--- src/verilog/slem_cfg.svh ---
// constants for the serial lane error monitor: register offsets, field positions,
// reset values and counter codes. assumes inclusion by bare name from the design files.
`ifndef SLEM_CFG_SVH
`define SLEM_CFG_SVH

// register bus geometry
`define SLEM_ADDR_W 12
`define SLEM_DATA_W 8
`define SLEM_LANES 8
`define SLEM_TYPES 3

// register offsets
`define SLEM_ADDR_READBACK 12'h46b
`define SLEM_ADDR_ALIGN 12'h46c
`define SLEM_ADDR_DISPARITY 12'h46d
`define SLEM_ADDR_BAD_SYMBOL 12'h46e
`define SLEM_ADDR_STRAY_CTRL 12'h46f
`define SLEM_ADDR_LOCK 12'h470

// command register fields
`define SLEM_CMD_IRQ_CLEAR_BIT 7
`define SLEM_CMD_DISABLE_BIT 6
`define SLEM_CMD_CLEAR_BIT 5
`define SLEM_CMD_LANE_MSB 2
`define SLEM_CMD_LANE_LSB 0

// readback select fields
`define SLEM_SEL_LANE_MSB 6
`define SLEM_SEL_LANE_LSB 4
`define SLEM_SEL_CNT_MSB 1
`define SLEM_SEL_CNT_LSB 0
`define SLEM_SEL_DISPARITY 2'h0
`define SLEM_SEL_BAD_SYMBOL 2'h1
`define SLEM_SEL_STRAY_CTRL 2'h2

// lock flag register: writing this bit clears the pending lock-loss flag
`define SLEM_LOCK_IRQ_CLEAR_BIT 7

// reset values and counter limit
`define SLEM_ALIGN_RESET 8'h0f
`define SLEM_LOCK_RESET 8'h00
`define SLEM_CNT_MAX 8'hff

`endif

--- src/verilog/slem_pkg.sv ---
// types shared by the serial lane error monitor files.
// assumes nothing beyond a SystemVerilog compiler; constants live in slem_cfg.svh.
package slem_pkg;
    typedef logic [7:0] slem_byte_t;
    typedef logic [2:0] slem_lane_t;
    typedef logic [1:0] slem_cnt_sel_t;
endpackage

--- src/verilog/slem_top.sv ---
// serial lane error monitor: per-lane error counters, threshold status, lane alignment
// enables and code-group lock flags behind a byte-wide register port.
// assumes register strobes and lane event inputs are synchronous to core_clk_in.
//
// Summary of operation
// RQ1: eight-bit lane alignment enable mask, one bit per lane, resets to 0x0f.
// RQ2: disparity status bit sets when that lane's disparity count reaches threshold.
// RQ3: disparity command bit 7 clears the addressed lane's disparity irq.
// RQ4: disparity command bit 6 stops the addressed lane's disparity counter.
// RQ5: disparity command bit 5 zeroes the addressed lane's disparity counter.
// RQ6: bad symbol status bit sets when that lane's count reaches threshold.
// RQ7: bad symbol command bit 7 clears the addressed lane's irq.
// RQ8: stray control status bit sets when that lane's count reaches threshold.
// RQ9: stray control command bit 7 clears the addressed lane's irq.
// RQ10: bit 6 of bad symbol and stray control commands disables that counter.
// RQ11: bit 5 of bad symbol and stray control commands clears that counter.
// RQ12: command bits 2 to 0 pick the lane; bits 4 and 3 are reserved.
// RQ13: live per-lane lock flags, one means locked, reset to zero.
// RQ14: writing bit 7 of the lock flag register clears the lock-loss pending flag.
// RQ15: any lane losing lock asserts the sync request toward the transmitter.
// RQ16: counter select code 10 reads back the stray control counter.
// RQ17: lane and counter select written, the chosen count reads at the same address.
// RQ18: enabled counters count each error; status stays until the counter clears.
`timescale 1ns/1ns
`include "slem_cfg.svh"
module slem_top (
    // clock, reset, enable
    input wire logic core_clk_in,
    input wire logic rst_n_in,
    input wire logic ce_in,
    // register port
    input wire logic wr_en_in,
    input wire logic rd_en_in,
    input wire logic [`SLEM_ADDR_W-1:0] addr_in,
    input wire slem_pkg::slem_byte_t wdata_in,
    output slem_pkg::slem_byte_t rdata_out,
    // lane events from the decoders
    input wire logic [`SLEM_LANES-1:0] disparity_err_in,
    input wire logic [`SLEM_LANES-1:0] bad_symbol_err_in,
    input wire logic [`SLEM_LANES-1:0] stray_control_err_in,
    input wire logic [`SLEM_LANES-1:0] symbol_lock_in,
    input wire slem_pkg::slem_byte_t threshold_in,
    // link control and status
    output logic [`SLEM_LANES-1:0] lane_alignment_enable_out,
    output logic sync_request_n_out,
    output logic lock_lost_pending_out,
    output logic [`SLEM_LANES-1:0] disparity_error_status_out,
    output logic [`SLEM_LANES-1:0] bad_symbol_status_out,
    output logic [`SLEM_LANES-1:0] stray_control_status_out,
    output logic [`SLEM_LANES-1:0] disparity_irq_out,
    output logic [`SLEM_LANES-1:0] bad_symbol_irq_out,
    output logic [`SLEM_LANES-1:0] stray_control_irq_out
);
    // per-type views; index 0 disparity, 1 bad symbol, 2 stray control
    logic [`SLEM_LANES-1:0] err_w [`SLEM_TYPES];
    logic [`SLEM_LANES-1:0] en_w [`SLEM_TYPES];
    logic [`SLEM_LANES-1:0] stat_w [`SLEM_TYPES];
    logic [`SLEM_LANES-1:0] irq_w [`SLEM_TYPES];
    slem_pkg::slem_byte_t cnt_w [`SLEM_TYPES][`SLEM_LANES];
    logic [`SLEM_TYPES-1:0] cmd_hit;
    logic [`SLEM_ADDR_W-1:0] cmd_addr [`SLEM_TYPES];
    slem_pkg::slem_lane_t cmd_lane;
    slem_pkg::slem_lane_t sel_lane_reg;
    slem_pkg::slem_cnt_sel_t sel_cnt_reg;
    logic [`SLEM_LANES-1:0] lock_flags_reg;
    logic [`SLEM_LANES-1:0] lock_drop;
    logic wr_hit_align;
    logic wr_hit_sel;
    logic wr_hit_lock;
    slem_pkg::slem_byte_t rdata_next;
    slem_pkg::slem_byte_t readback_cnt;

    assign err_w[0] = disparity_err_in;
    assign err_w[1] = bad_symbol_err_in;
    assign err_w[2] = stray_control_err_in;
    assign cmd_addr[0] = `SLEM_ADDR_DISPARITY;
    assign cmd_addr[1] = `SLEM_ADDR_BAD_SYMBOL;
    assign cmd_addr[2] = `SLEM_ADDR_STRAY_CTRL;

    // write decode, qualified once by the clock enable so every command is a clean pulse
    assign wr_hit_align = ce_in && wr_en_in && (addr_in == `SLEM_ADDR_ALIGN);
    assign wr_hit_sel = ce_in && wr_en_in && (addr_in == `SLEM_ADDR_READBACK);
    assign wr_hit_lock = ce_in && wr_en_in && (addr_in == `SLEM_ADDR_LOCK);
    assign cmd_lane = wdata_in[`SLEM_CMD_LANE_MSB:`SLEM_CMD_LANE_LSB]; // see RQ12

    // one counter per lane per error type; reserved bits 4 and 3 are simply not decoded
    genvar t, l;
    generate
        for (t = 0; t < `SLEM_TYPES; t = t + 1) begin : g_type
            assign cmd_hit[t] = ce_in && wr_en_in && (addr_in == cmd_addr[t]);
            for (l = 0; l < `SLEM_LANES; l = l + 1) begin : g_lane
                logic sel_me;
                assign sel_me = cmd_hit[t] && (cmd_lane == 3'(l)); // see RQ12
                slem_err_counter u_cnt (
                    .core_clk_in(core_clk_in),
                    .rst_n_in(rst_n_in),
                    .ce_in(ce_in),
                    .err_in(err_w[t][l]), // see RQ18
                    .disable_in(sel_me && wdata_in[`SLEM_CMD_DISABLE_BIT]), // see RQ4, see RQ10
                    .clear_in(sel_me && wdata_in[`SLEM_CMD_CLEAR_BIT]), // see RQ5, see RQ11
                    .irq_clear_in(sel_me && wdata_in[`SLEM_CMD_IRQ_CLEAR_BIT]), // see RQ3, see RQ7, see RQ9
                    .threshold_in(threshold_in),
                    .count_out(cnt_w[t][l]),
                    .enabled_out(en_w[t][l]),
                    .status_out(stat_w[t][l]), // see RQ2, see RQ6, see RQ8
                    .irq_out(irq_w[t][l])
                );

            end
        end
    endgenerate

    // status and irq vectors leave straight from the counter flops
    assign disparity_error_status_out = stat_w[0];
    assign bad_symbol_status_out = stat_w[1];
    assign stray_control_status_out = stat_w[2];
    assign disparity_irq_out = irq_w[0];
    assign bad_symbol_irq_out = irq_w[1];
    assign stray_control_irq_out = irq_w[2];

    // lane alignment mask, software owned
    always_ff @(posedge core_clk_in) begin
        if (!rst_n_in) begin
            lane_alignment_enable_out <= `SLEM_ALIGN_RESET; // see RQ1
        end else if (wr_hit_align) begin
            lane_alignment_enable_out <= wdata_in; // see RQ1
        end
    end

    // readback selection; the select sits in the same word the count is read from
    always_ff @(posedge core_clk_in) begin
        if (!rst_n_in) begin
            sel_lane_reg <= 3'h0;
            sel_cnt_reg <= `SLEM_SEL_DISPARITY;
        end else if (wr_hit_sel) begin
            sel_lane_reg <= wdata_in[`SLEM_SEL_LANE_MSB:`SLEM_SEL_LANE_LSB]; // see RQ17
            sel_cnt_reg <= wdata_in[`SLEM_SEL_CNT_MSB:`SLEM_SEL_CNT_LSB]; // see RQ17
        end
    end

    // live lock flags sampled every enabled cycle; a falling flag marks a loss
    always_ff @(posedge core_clk_in) begin
        if (!rst_n_in) begin
            lock_flags_reg <= `SLEM_LOCK_RESET; // see RQ13
        end else if (ce_in) begin
            lock_flags_reg <= symbol_lock_in; // see RQ13
        end
    end

    assign lock_drop = lock_flags_reg & ~symbol_lock_in;

    // pending lock-loss flag; a loss in the clearing cycle keeps it set
    always_ff @(posedge core_clk_in) begin
        if (!rst_n_in) begin
            lock_lost_pending_out <= 1'b0;
        end else if (ce_in) begin
            if (|lock_drop) begin
                lock_lost_pending_out <= 1'b1;
            end else if (wr_hit_lock && wdata_in[`SLEM_LOCK_IRQ_CLEAR_BIT]) begin
                lock_lost_pending_out <= 1'b0; // see RQ14
            end
        end
    end

    // sync request is held low while any lane lacks lock, so the link restarts from reset
    always_ff @(posedge core_clk_in) begin
        if (!rst_n_in) begin
            sync_request_n_out <= 1'b0;
        end else if (ce_in) begin
            sync_request_n_out <= &symbol_lock_in; // see RQ15
        end
    end

    // counter readback mux; the unused select code reads zero
    always_comb begin
        readback_cnt = 8'h00;
        unique case (sel_cnt_reg)
            `SLEM_SEL_DISPARITY: readback_cnt = cnt_w[0][sel_lane_reg]; // see RQ17
            `SLEM_SEL_BAD_SYMBOL: readback_cnt = cnt_w[1][sel_lane_reg]; // see RQ17
            `SLEM_SEL_STRAY_CTRL: readback_cnt = cnt_w[2][sel_lane_reg]; // see RQ16
            default: readback_cnt = 8'h00;
        endcase
    end

    // read decode; command halves of shared offsets read their status vectors
    always_comb begin
        rdata_next = 8'h00;
        unique case (addr_in)
            `SLEM_ADDR_READBACK: rdata_next = readback_cnt;
            `SLEM_ADDR_ALIGN: rdata_next = lane_alignment_enable_out;
            `SLEM_ADDR_DISPARITY: rdata_next = stat_w[0]; // see RQ2
            `SLEM_ADDR_BAD_SYMBOL: rdata_next = stat_w[1]; // see RQ6
            `SLEM_ADDR_STRAY_CTRL: rdata_next = stat_w[2]; // see RQ8
            `SLEM_ADDR_LOCK: rdata_next = lock_flags_reg; // see RQ13
            default: rdata_next = 8'h00;
        endcase
    end

    // read data is registered and holds until the next read
    always_ff @(posedge core_clk_in) begin
        if (!rst_n_in) begin
            rdata_out <= 8'h00;
        end else if (ce_in && rd_en_in) begin
            rdata_out <= rdata_next;
        end
    end
endmodule

--- src/verilog/slem_err_counter.sv ---
// one error counter for one lane and one error type, with threshold status and irq flag.
// assumes single-cycle command pulses already qualified by the clock enable.
`timescale 1ns/1ns
`include "slem_cfg.svh"
module slem_err_counter (
    // clock, reset, enable
    input wire logic core_clk_in,
    input wire logic rst_n_in,
    input wire logic ce_in,
    // error event and commands
    input wire logic err_in,
    input wire logic disable_in,
    input wire logic clear_in,
    input wire logic irq_clear_in,
    input wire slem_pkg::slem_byte_t threshold_in,
    // state
    output slem_pkg::slem_byte_t count_out,
    output logic enabled_out,
    output logic status_out,
    output logic irq_out
);
    logic hit;

    assign hit = (count_out >= threshold_in);

    // disable is sticky; a counter clear arms the counter again unless disabled in the same write
    always_ff @(posedge core_clk_in) begin
        if (!rst_n_in) begin
            enabled_out <= 1'b1;
        end else if (ce_in) begin
            if (disable_in) begin
                enabled_out <= 1'b0;
            end else if (clear_in) begin
                enabled_out <= 1'b1;
            end
        end
    end

    // saturating count so a long burst never wraps back under the threshold
    always_ff @(posedge core_clk_in) begin
        if (!rst_n_in) begin
            count_out <= 8'h00;
        end else if (ce_in) begin
            if (clear_in) begin
                count_out <= 8'h00;
            end else if (err_in && enabled_out && !disable_in && count_out != `SLEM_CNT_MAX) begin
                count_out <= count_out + 8'h01;
            end
        end
    end

    // status holds until the count itself is cleared, even if the threshold moves
    always_ff @(posedge core_clk_in) begin
        if (!rst_n_in) begin
            status_out <= 1'b0;
        end else if (ce_in) begin
            if (clear_in) begin
                status_out <= 1'b0;
            end else if (hit) begin
                status_out <= 1'b1;
            end
        end
    end

    // irq raised on the first reach of the threshold; a new reach beats an irq clear but not a counter clear
    always_ff @(posedge core_clk_in) begin
        if (!rst_n_in) begin
            irq_out <= 1'b0;
        end else if (ce_in) begin
            if (hit && !status_out && !clear_in) begin
                irq_out <= 1'b1;
            end else if (irq_clear_in) begin
                irq_out <= 1'b0;
            end
        end
    end
endmodule

--- config.mk ---
export PLATFORM = sky130hd
export DESIGN_NAME = slem_top
export DESIGN_NICKNAME = d
export VERILOG_FILES = /design/src/verilog/slem_pkg.sv /design/src/verilog/slem_top.sv /design/src/verilog/slem_err_counter.sv
export VERILOG_INCLUDE_DIRS = /design/src /design/src/verilog
export SDC_FILE = /design/constraint.sdc
export NUM_CORES = 1
export LEC_CHECK = 0
export BUFFER_PORTS_ARGS = -buffer_cell sky130_fd_sc_hd__buf_2
export CORE_MARGIN = 3
export CORE_UTILIZATION = 46
export CTS_BUF_LIST = sky130_fd_sc_hd__clkbuf_8
export DETAILED_ROUTE_END_ITERATION = 6
export HOLD_SLACK_MARGIN = 0.02
export SLEW_MARGIN = 20
export SYNTH_ARGS = -nofsm -noshare
export SYNTH_HDL_FRONTEND = slang
export SYNTH_SLANG_ARGS = --single-unit
--- constraint.sdc ---
create_clock -name core_clk_in -period 4.5 [get_ports core_clk_in]
set_input_delay 0.225 -clock core_clk_in [delete_from_list [all_inputs] [get_ports core_clk_in]]
set_output_delay 0.225 -clock core_clk_in [all_outputs]
set_load 0.02 [all_outputs]
# Word level (Yosys, flattened, before mapping)
# Cells that the tools add are included.
[totals]
word_cells = 894
regBits = 295
in_bits = 65
out_inout_bits = 66
[classes]
n_mux = 205
n_bitwise = 3
eq_ne = 39
addsub = 24
reduce_logical = 495
magnitude_cmp = 25
[op_table]
columns = ["cell", "count"]
rows = [
  ["2-to-1 mux 8 bit", 54],
  ["logical AND 1 bit", 225],
  ["AND reduction 2 bit", 97],
  ["nonzero test 2 bit", 97],
  ["adder 8 x 1 -> 8 bit, second input constant", 24],
  [">= comparator 8 bit", 24],
  ["!= test 8 bit, second input constant", 24],
  ["2-to-1 mux 1 bit", 146],
  ["binary-select mux 8 bit (select 3 bit)", 3],
  ["== test 12 x 11 -> 1 bit, second input constant", 6],
  ["logical NOT 1 bit", 72],
  ["case mux 8 bit (6 select lines)", 1],
  ["case mux 8 bit (3 select lines)", 1],
  ["== test 3 bit, second input constant", 4],
  ["bitwise AND 8 bit", 1],
  ["NOT 8 bit", 1],
  ["AND reduction 8 bit", 1],
  ["OR reduction 8 bit", 1],
  ["== test 3 x 2 -> 1 bit, second input constant", 2],
  [">= comparator 4 bit, second input constant", 1],
  ["NOT 3 -> 4 bit", 1],
  ["== test 3 x 1 -> 1 bit, second input constant", 1],
  ["logical NOT 3 bit", 1],
  ["== test 2 x 1 -> 1 bit, second input constant", 1],
  ["other kinds (2)", 2],
]

# Longest topological paths before layout
# Gate-level depths: netlist (run 1).
[logic_depth]
depth_word = 9
depth_mapped = 10
ltp_nobuf = 8

# Hierarchy
# A second synthesis (run 1) with hierarchy kept.
[unflattened]
hier_cells = 2661
area_unflattened_um2 = 22044.9
[modules_own_cells]
columns = ["mod", "n_inst", "area_per_inst_um2", "cells_per_inst", "seq_area_each_um2"]
rows = [
  ["slem_err_counter", 24, 759.5, 92, 220.2],
  ["slem_top", 1, 3817.4, 453, 620.6],
]

# Worst setup path before layout (run 1)
# Ideal clock, no wire load.
[synth_timing]
path_kind = "register to register"
from = "register sel_lane_reg[1]"
to = "register rdata_out[7]"
setup_time_ns = 0.128
path_slack_ns = 2.188
arrival_time_ns = 2.185
path_buffers = 2
synth_period_minus_slack_ns = 2.312
required_ns = 4.372
stages_incl_launch_ff = 7
path_cell_list = "dfxtp_1 -> buf_1 -> clkbuf_1 -> mux4_2 -> mux2_2 -> a221oi_1 -> a21oi_1"
[synth_via]
elab_chain_len = 6
elab_cells_between_ends = 12
classes_between = "mux (11); bitwise (1)"
[synth_lines]
columns = ["element", "line_no", "text"]
rows = [
  ["start, declared", "slem_top.sv:63", "slem_pkg::slem_lane_t sel_lane_reg;"],
  ["start signal, assigned", "slem_top.sv:136", "sel_lane_reg <= wdata_in[`SLEM_SEL_LANE_MSB:`SLEM_SEL_LANE_LSB];"],
  ["NOT 3 -> 4 bit (not written as such) *", "slem_top.sv:178, slem_top.sv:179, slem_top.sv:180", ""],
  ["binary-select mux 8 bit (select 3 bit), on equally long branches", "slem_top.sv:180, slem_top.sv:178, slem_top.sv:179", ""],
  ["2-to-1 mux 8 bit, on equally long branches (2 in a row)", "slem_top.sv:180, slem_top.sv:178, slem_top.sv:179", ""],
  ["case mux 8 bit (3 select lines) *", "slem_top.sv:177", "unique case (sel_cnt_reg)"],
  ["case mux 8 bit (6 select lines) *", "slem_top.sv:188", "unique case (addr_in)"],
  ["end signal, assigned", "slem_top.sv:204", "rdata_out <= rdata_next;"],
  ["end, declared", "slem_top.sv:36", "output slem_pkg::slem_byte_t rdata_out,"],
]
# Mark *: on every way between the ends. The rest lies on a longest branch, timed or not. The select of a mux whose other input is x is not followed.
# A chain may end at the register's enable or synchronous reset.

# Worst setup path in the final report (run 1)
[layout_timing]
from = "register sel_lane_reg[0]"
to = "register rdata_out[7]"
# Same word-level chain as after synthesis.

==> results of run 1 <==
final cells by class:
cell class	count	area share
Clock inverter	26	0.00766
Antenna cell	1	0.000118
Multi-Input combinational cell	1577	0.571
Tap cell	525	0.0309
Clock buffer	77	0.0499
Timing Repair Buffer	178	0.0496
Sequential cell	295	0.278
Inverter	73	0.0129
power by group:
group / total (mW) / internal [mW] / switching [mW]
Combinational: 0.582 / 0.220 / 0.362
Clock: 2.85 / 1.63 / 1.22
Sequential: 2.70 / 2.65 / 0.0561
metrics by stage:
stage / power [mW] / setup slack [ns] / std cells
6_report: 6.13 / 1.64 / 2752
5_1_grt: 6.35 / 1.50 / 2751
4_1_cts: 6.17 / 1.63 / 2751
3_5_place_dp: 3.32 / 1.15 / 2632
3_3_place_gp: 3.30 / 1.28 / 2632
2_1_floorplan: 3.11 / 2.19 / 2079
placed cells by master (no fill, tap or decap), drive strengths merged, types with 10 or more instances in the layout:
master and n:
nand4 49, dfxtp 295, and3 41, xnor2 48, mux2i 38, buf 162, a211oi 55, clkinv 11
xor2 90, o22a 13, dlygate4sd3 16, mux2 18, a21o 50, o211ai 54, o31ai 28, nor2 202
inv 86, ha 216, nand3 70, and2 29, nand2 120, nand2b 30, o2111ai 29, a21oi 77
or3 22, o2bb2ai 10, nor2b 17, mux4 48, nor3 20, o21ai 77, a31oi 13, clkbuf 77
and4 19
layer usage:
layer	share of wire	GRT usage	vias up	wire [um]
met3	0.089	0.0671	182	5780
met5	0.00049	0	-	32
li1	-	-	7886	-
met4	0.052	0.145	4	3420
met1	0.42	0.379	8039	27200
met2	0.44	0.452	705	28800
final timing paths:
| path | to | slack [ns] | cells past startpoint |
|---|---|---|---|
| worst max register to register | rdata_out[7]$_SDFFE_PN0P_ | 1.64 | 5 |
| worst min register to register | g_type[1].g_lane[0].u_cnt.enabled_out$_SDFFE_PN1P_ | 0.48 | 1 |
| worst min-delay path | g_type[1].g_lane[1].u_cnt.count_out[5]$_SDFFE_PN0P_ | 0.05 | 5 |
| worst max-delay path | rdata_out[7]$_SDFFE_PN0P_ | 1.64 | 5 |
what timing repair did:
item                                    4_1_cts  5_1_grt
endpoints found under the setup margin        0        0
endpoints found under the hold margin        20        0
hold buffers                                 16        0
cell families after synthesis:
family / count (synthesis) / synth area share
multiplexers: 104 / 0.0873
buffers and inverters: 207 / 0.0549
AND/OR/NAND/NOR: 651 / 0.171
AO/OA/AOI/OAI: 468 / 0.171
XOR/XNOR: 138 / 0.0634
flip-flops: 295 / 0.310
adder cells (fa/ha/maj): 216 / 0.142
worst max-delay path, delay by kind of cell, from the launching register on:
| kind | cells | cell delay, ns |
|---|---|---|
| buffers and inverters | 1 | 0.47 |
| AO/OA/AOI/OAI | 2 | 0.47 |
| multiplexers | 2 | 0.87 |
| flip-flops | 1 | 0.88 |
synth_stat cells, drive strengths merged (6+ instances only):
master	instances
a211oi	55
a21o	50
a21oi	77
a221oi	8
a22oi	8
a31oi	13
a41oi	7
and2	29
and3	41
and4	19
buf	97
clkbuf	37
dfxtp	295
ha	216
inv	73
mux2	18
mux2i	38
mux4	48
nand2	120
nand2b	30
nand3	70
nand4	49
nor2	202
nor2b	17
nor3	20
o2111ai	29
o211ai	54
o21a	6
o21ai	77
o22a	13
o22ai	8
o2bb2ai	10
o31a	8
o31ai	28
or3	22
or4	8
xnor2	48
xor2	90
==> qor.yml, run 1 <==
final_util: 0.526
grt_pass1_wl_mm: 97.6
yosys_warnings: 0
setup_viol: 0
gp_congestion: 0.979
post-cts-setup-buffers: 0
regArea_sq_um: 5910
nets: 2461
antenna_left: 0
crit_required_ns: 5.00
core_sq_um: 40400
die-height_um: 210
tns_ns: 0
min_from: "bad_symbol_err_in[1]"
clock_path_buffers: 3
ys_top_cells_by_area: "dfxtp_1, ha_1, mux4_2"
synth_top_area_frac: 0.310
grtUsageTotal: 0.290
critPathMaxStageDelay_ns: 0.88
drv_cap: 0
power.density_nw_per_um2: 289
hold_path.class: "primary input to flop"
slew_viol_final: 0
hpwlAfterDp_mm: 47.3
rsz0062_at_grt: "no"
vias_per_cell: 6.11
worst_slew_margin_rel: 0.202
crit_fanout: 27
grt_pass1_vias: 16000
synth_flop_cell: "dfxtp_1"
syn-num-nets: 2360
worstPathArrival_ns: 3.36
gr-total-overflow: 0
cp-startpoint: "sel_lane_reg[0]$_SDFFE_PN0P_"
min_period_ns: 2.86
clockRootBuffer: "clkbuf_8"
synth-edff-count: 0
dpl-instance-area_sq_um: 19800
drtPass1Iterations: 5
avgSynthCellArea_sq_um: 9.17
largest_register_ffs: 192
port_buffers: 130
fillers: 3778
clock_latency_ns: 0.65
async_flop_share: 0
fin_crit_sh: 0.635
cts_tree: "done"
status: "finished clean"
timing_worst_setup_path_type: "flop to flop"
timing.hold.ws_ns: 0.0502
dieArea_sq_um: 43900
worstReg2RegStart: "sel_lane_reg[0]$_SDFFE_PN0P_"
drc: 0
post_cts_resized: 0
drive_above_1_share: 0.150
ys_seq_area_frac: 0.310
grt_start_max_net_pins: 51
antenna_found_initial: 2
clkTransAtPathRegs_ns: 0.06
regMostFlops: "g_type.g_lane.u_cnt.count_out"
synth_largest_area_cell: "dfxtp_1"
max_freq_mhz: 350
p_leak_nw: 8.81
clock_skew_ns: 0.0330
syn-cell-area_sq_um: 19100
drt_iter0_markers: 1408
ir_worst_vdd_uv: 278
area_growth_pct: 11.4
cts_buffers: 55
initial_core_util: 0.472
wl_per_cell_um: 23.7
fp.dieW_um: 210
rows: 73
end_kind: "flop"
final_cell_area_sq_um: 21200
yosysUniqueCellTypes: 65
htreeDepth: 2
multi_input_area_sq_um: 12100
synth_cells: 2079
worst_pin_slew_ns: 1.19
clock-sinks: 295
routed_wl_mm: 65.2
crit_path_start_kind: "flop"
hold_violations: 0
vias: 16800
crit_chain: "buf_4 -> mux4_2 -> mux2_2 -> a221oi_1 -> a21oi_1"
crit_slowest_cell: "dfxtp_2"
io_pins: 131
ys_seq_elements: 295
Note: power is estimated with default switching activity, not from simulation.
==> run 2: changes to the inputs <==
--- a/config.mk
+++ b/config.mk
@@ -12,6 +12,7 @@
 export CTS_BUF_LIST = sky130_fd_sc_hd__clkbuf_8
 export DETAILED_ROUTE_END_ITERATION = 6
 export HOLD_SLACK_MARGIN = 0.02
+export PLACE_DENSITY = 0.66
 export SLEW_MARGIN = 20
 export SYNTH_ARGS = -nofsm -noshare
 export SYNTH_HDL_FRONTEND = slang
==> constraint.sdc (replaced) <==
create_clock -name core_clk_in -period 2.52 [get_ports core_clk_in]
set_input_delay 0.126 -clock core_clk_in [delete_from_list [all_inputs] [get_ports core_clk_in]]
set_output_delay 0.126 -clock core_clk_in [all_outputs]
set_load 0.02 [all_outputs]
==> qor.yml, run 2 (same netlist as run 1, synthesis figures left out) <==
status: "finished clean"
crit_required_ns: 3.05
hpwlAfterDp_mm: 47.2
core_sq_um: 40400
initial_core_util: 0.472
area_growth_pct: 13.5
gr-total-overflow: 0
port_buffers: 130
grt_start_max_net_pins: 64
worstPathArrival_ns: 2.81
critical_path.top_delay_family: "simple AND/OR/NAND/NOR gates"
place_worst_setup_slack_ns: -0.0483
clock-sinks: 295
drc: 0
drv_cap: 0
drive_above_1_share: 0.160
routed_wl_mm: 64.6
worst_pin_slew_ns: 0.870
post_cts_resized: 0
die-height_um: 210
p_leak_nw: 9.04
min_period_ns: 2.29
vias_per_cell: 6.15
clock_skew_ns: 0.0219
post-cts-setup-buffers: 0
hold_path.class: "primary input to flop"
ir_worst_vdd_uv: 308
drtPass1Iterations: 7
setup_viol: 0
power.density_nw_per_um2: 488
crit_slowest_cell: "dlygate4sd3_1"
dieArea_sq_um: 43900
io_pins: 131
max_freq_mhz: 438
antenna_left: 0
clock_latency_ns: 0.65
fin_ws_ns: 0.235
fillers: 3762
rows: 73
clockRootBuffer: "clkbuf_8"
vias: 17200
power.total_mw: 10.6
final_cell_mix: "dfxtp_1, ha_1, nor2_1, buf_2, nand2_1"
fp.dieW_um: 210
n_antenna_cell: 0
grtUsageTotal: 0.286
wl_per_cell_um: 23.1
slew_viol_final: 0
end_kind: "flop"
cts_buffers: 53
nets: 2512
tns_ns: 0
gp_congestion: 0.966
crit_path_start_kind: "primary input"
crit_fanout: 17
final_common_cell: "dfxtp_1"
timing_worst_setup_path_type: "primary input to flop"
grt_pass1_vias: 16600
antenna_found_initial: 0
crit_chain: "dlygate4sd3_1 -> buf_2 -> nor3b_1 -> nand2_1 -> o31a_1 -> and4_1 -> xnor2_1 -> nor2_1"
clkTransAtPathRegs_ns: 0.06
regMostFlops: "g_type.g_lane.u_cnt.count_out"
htreeDepth: 2
fin_crit_sh: 0.907
cts_tree: "done"
largest_register_ffs: 192
clock_path_buffers: 3
worst_slew_margin_rel: 0.416
grt_pass1_wl_mm: 97.4
cp_num_buf_inv: 2
holdBufCountCts: 22
hold_violations: 0
drt_iter0_markers: 1573
rsz0062_at_grt: "no"
critPathMaxStageDelay_ns: 0.58
-- run 2: cell types whose count changed in the layout (fill, tap and decap cells not counted), sizes merged --
cell,change
buf,+47
clkbuf,-12
clkinv,-3
clkinvlp,+1
diode,-1
dlygate4sd3,+6
-- run 2: path summary, 6_finish.rpt --
check / cells past startpoint / slack [ns] / endpoint / start
worst min-delay path: 6 / 0.08 / g_type[0].g_lane[6].u_cnt.count_out[1]$_SDFFE_PN0P_ / disparity_err_in[6]
worst max-delay path: 8 / 0.23 / g_type[0].g_lane[1].u_cnt.count_out[3]$_SDFFE_PN0P_ / wdata_in[0]
worst min register to register: 1 / 0.48 / g_type[2].g_lane[2].u_cnt.enabled_out$_SDFFE_PN1P_ / g_type[2].g_lane[2].u_cnt.enabled_out$_SDFFE_PN1P_
worst max register to register: 5 / 0.38 / rdata_out[2]$_SDFFE_PN0P_ / sel_lane_reg[1]$_SDFFE_PN0P_
-- run 2: power breakdown --
part           leakage [nW]  internal [mW]  switching [mW]  total [mW]
combinational          6.06          0.443           0.660        1.10
sequential             2.39           4.73           0.101        4.83
clock                 0.596           2.51            2.12        4.63
-- run 2: worst min-delay path: stages --
cell	delay (ns)
buf_2	0.11
nand3_1	0.07
a41oi_1	0.06
o31a_1	0.16
nand2_1	0.09
a21oi_1	0.05
-- run 2: final cells by class --
cell class                 count  area, sq um  share of cell area
multi-input combinational   1577        12100               0.560
tap                          525          657              0.0304
clock inverter                24          156             0.00723
timing repair buffer         231         1640              0.0759
clock buffer                  65          895              0.0413
inverter                      73          274              0.0127
sequential                   295         5910               0.273
-- run 2: routing by layer --
| metal | vias up | track usage | wire (um) |
|---|---|---|---|
| li1 | 7977 | - | - |
| met1 | 8240 | 0.371 | 26800 |
| met2 | 768 | 0.446 | 28600 |
| met3 | 177 | 0.0732 | 5860 |
| met4 | 0 | 0.136 | 3310 |
| met5 | - | 0 | 0 |
-- run 2: per-stage QoR --
| step | cells | util | hold slack, ns | instance area (sq um) |
|---|---|---|---|---|
| floorplan | 2079 | - | 0.250 | 19100 |
| global placement | 2679 | 0.505 | 0.343 | 20400 |
| detailed placement | 2679 | 0.505 | 0.347 | 20400 |
| CTS | 2790 | 0.536 | 0.0481 | 21600 |
| global route | 2790 | 0.536 | 0.0971 | 21600 |
| finish | 2790 | 0.536 | 0.0840 | 21600 |
==> run 3: changes to the inputs <==
--- a/config.mk
+++ b/config.mk
@@ -7,12 +7,11 @@
 export NUM_CORES = 1
 export LEC_CHECK = 0
 export BUFFER_PORTS_ARGS = -buffer_cell sky130_fd_sc_hd__buf_2
-export CORE_MARGIN = 3
-export CORE_UTILIZATION = 46
+export CORE_MARGIN = 4
+export CORE_UTILIZATION = 33
 export CTS_BUF_LIST = sky130_fd_sc_hd__clkbuf_8
 export DETAILED_ROUTE_END_ITERATION = 6
 export HOLD_SLACK_MARGIN = 0.02
-export PLACE_DENSITY = 0.66
 export SLEW_MARGIN = 20
 export SYNTH_ARGS = -nofsm -noshare
 export SYNTH_HDL_FRONTEND = slang
==> qor.yml, run 3 (same netlist as run 1, synthesis figures left out) <==
worstPathArrival_ns: 2.73
timing_worst_setup_path_type: "flop to flop"
min_period_ns: 2.22
clock-sinks: 295
tns_ns: 0
rows: 87
wl_per_cell_um: 22.8
crit_required_ns: 3.03
drt_iter0_markers: 1584
antenna_left: 0
clock_skew_ns: 0.0254
clkTransAtPathRegs_ns: 0.06
clock_path_buffers: 3
min_from: "disparity_err_in[4]"
crit_fanout: 19
drc: 0
worst_slew_margin_rel: 0.528
initial_core_util: 0.335
post-cts-setup-buffers: 0
grt_start_max_net_pins: 41
clockRootBuffer: "clkbuf_8"
crit_slowest_cell: "mux4_2"
die-height_um: 248
power.density_nw_per_um2: 490
r2r_slack_ns: 0.30
p_leak_nw: 9.10
htreeDepth: 2
crit_chain: "buf_12 -> mux4_2 -> mux2i_1 -> nor2_1 -> a221oi_1 -> a21oi_1"
cts_buffers: 53
fillers: 5678
grt_pass1_vias: 17000
placedCellCount: 2916
hpwlAfterDp_mm: 51.0
worstReg2RegStart: "sel_lane_reg[0]$_SDFFE_PN0P_"
vias_per_cell: 5.73
largest_register_ffs: 192
drv_cap: 0
area_growth_pct: 15.7
final_common_cell: "dfxtp_1"
ir_worst_vdd_uv: 315
regMostFlops: "g_type.g_lane.u_cnt.count_out"
reg2reg_to: "rdata_out[4]$_SDFFE_PN0P_"
fp.dieW_um: 248
slew_viol_final: 0
regArea_sq_um: 5910
vias: 17400
multi_input_area_sq_um: 12100
rsz0062_at_grt: "no"
min_path_cells: 4
hold_end: "g_type[0].g_lane[4].u_cnt.count_out[1]$_SDFFE_PN0P_"
gr-total-overflow: 0
worst_pin_slew_ns: 0.706
clock_latency_ns: 0.66
dieArea_sq_um: 61700
max_freq_mhz: 451
critPathMaxStageDelay_ns: 0.57
hold_path.class: "primary input to flop"
final_cell_mix: "dfxtp_1, ha_1, nor2_1, buf_2, nand2_1"
core_sq_um: 56800
gp_congestion: 0.976
nets: 2516
drive_above_1_share: 0.167
power.total_mw: 10.8
status: "finished clean"
antenna_found_initial: 2
worstRegToRegCells: 6
end_kind: "flop"
setup_viol: 0
hold_violations: 0
routed_wl_mm: 69.3
fin_crit_sh: 0.880
io_pins: 131
grt_pass1_wl_mm: 104
fin_cells: 3035
drtPass1Iterations: 6
cts_tree: "done"
port_buffers: 130
grtUsageTotal: 0.220
crit_path_start_kind: "flop"
run 3: per-layer routing:
metal,global-route usage,wire length (um),vias up,part of all wire
met5,0,13,-,0.00019
met4,0.109,3630,2,0.052
met3,0.0449,6250,187,0.090
met2,0.341,30600,773,0.44
met1,0.293,28900,8429,0.42
li1,-,-,7986,-
run 3: area by class of cell:
| cell class | count | share of cell area |
|---|---|---|
| Timing Repair Buffer | 235 | 0.0761 |
| Multi-Input combinational cell | 1577 | 0.549 |
| Inverter | 73 | 0.0124 |
| Antenna cell | 1 | 0.000113 |
| Sequential cell | 295 | 0.268 |
| Clock inverter | 27 | 0.00715 |
| Clock buffer | 71 | 0.0443 |
| Tap cell | 756 | 0.0429 |
run 3: worst max-delay path by stage:
stage | slack, ns | startpoint | end | cells past startpoint
final | 0.30 | sel_lane_reg[0]$_SDFFE_PN0P_ | rdata_out[4]$_SDFFE_PN0P_ | 6
after global routing | 0.17 | wdata_in[0] | g_type[0].g_lane[1].u_cnt.count_out[3]$_SDFFE_PN0P_ | 8
after CTS | 0.31 | sel_lane_reg[0]$_SDFFE_PN0P_ | rdata_out[4]$_SDFFE_PN0P_ | 6
after detailed placement | 0.004 | addr_in[9] | g_type[0].g_lane[1].u_cnt.count_out[3]$_SDFFE_PN0P_ | 8
after global placement | 0.009 | addr_in[9] | g_type[0].g_lane[4].u_cnt.count_out[6]$_SDFFE_PN0P_ | 8
after floorplan | 0.21 | sel_lane_reg[1]$_SDFFE_PN0P_ | rdata_out[7]$_SDFFE_PN0P_ | 6
run 3: power by group:
part | switching, mW | internal (mW) | total (mW)
clock | 2.22 | 2.63 | 4.85
combinational | 0.681 | 0.452 | 1.13
sequential | 0.0991 | 4.73 | 4.83
run 3: worst max-delay path, delay by kind of cell (launching register included):
kind | cells | cell delay (ns)
AO/OA/AOI/OAI | 2 | 0.41
AND/OR/NAND/NOR | 1 | 0.08
flip-flops | 1 | 0.49
multiplexers | 2 | 0.87
buffers and inverters | 1 | 0.23
run 3: stage by stage:
stage	util	hold slack [ns]	setup slack, ns	cell area (sq um)
2_1_floorplan	-	0.250	0.208	19100
3_3_place_gp	0.365	0.346	0.00886	20700
3_5_place_dp	0.365	0.349	0.00394	20700
4_1_cts	0.388	0.0316	0.306	22100
5_1_grt	0.388	0.104	0.171	22100
6_report	0.388	0.0812	0.302	22100
run 3: what timing repair did:
action / 4_1_cts / 5_1_grt
hold buffers: 20 / 0
resized for setup: 0 / 0
endpoints found under the hold margin: 47 / 0
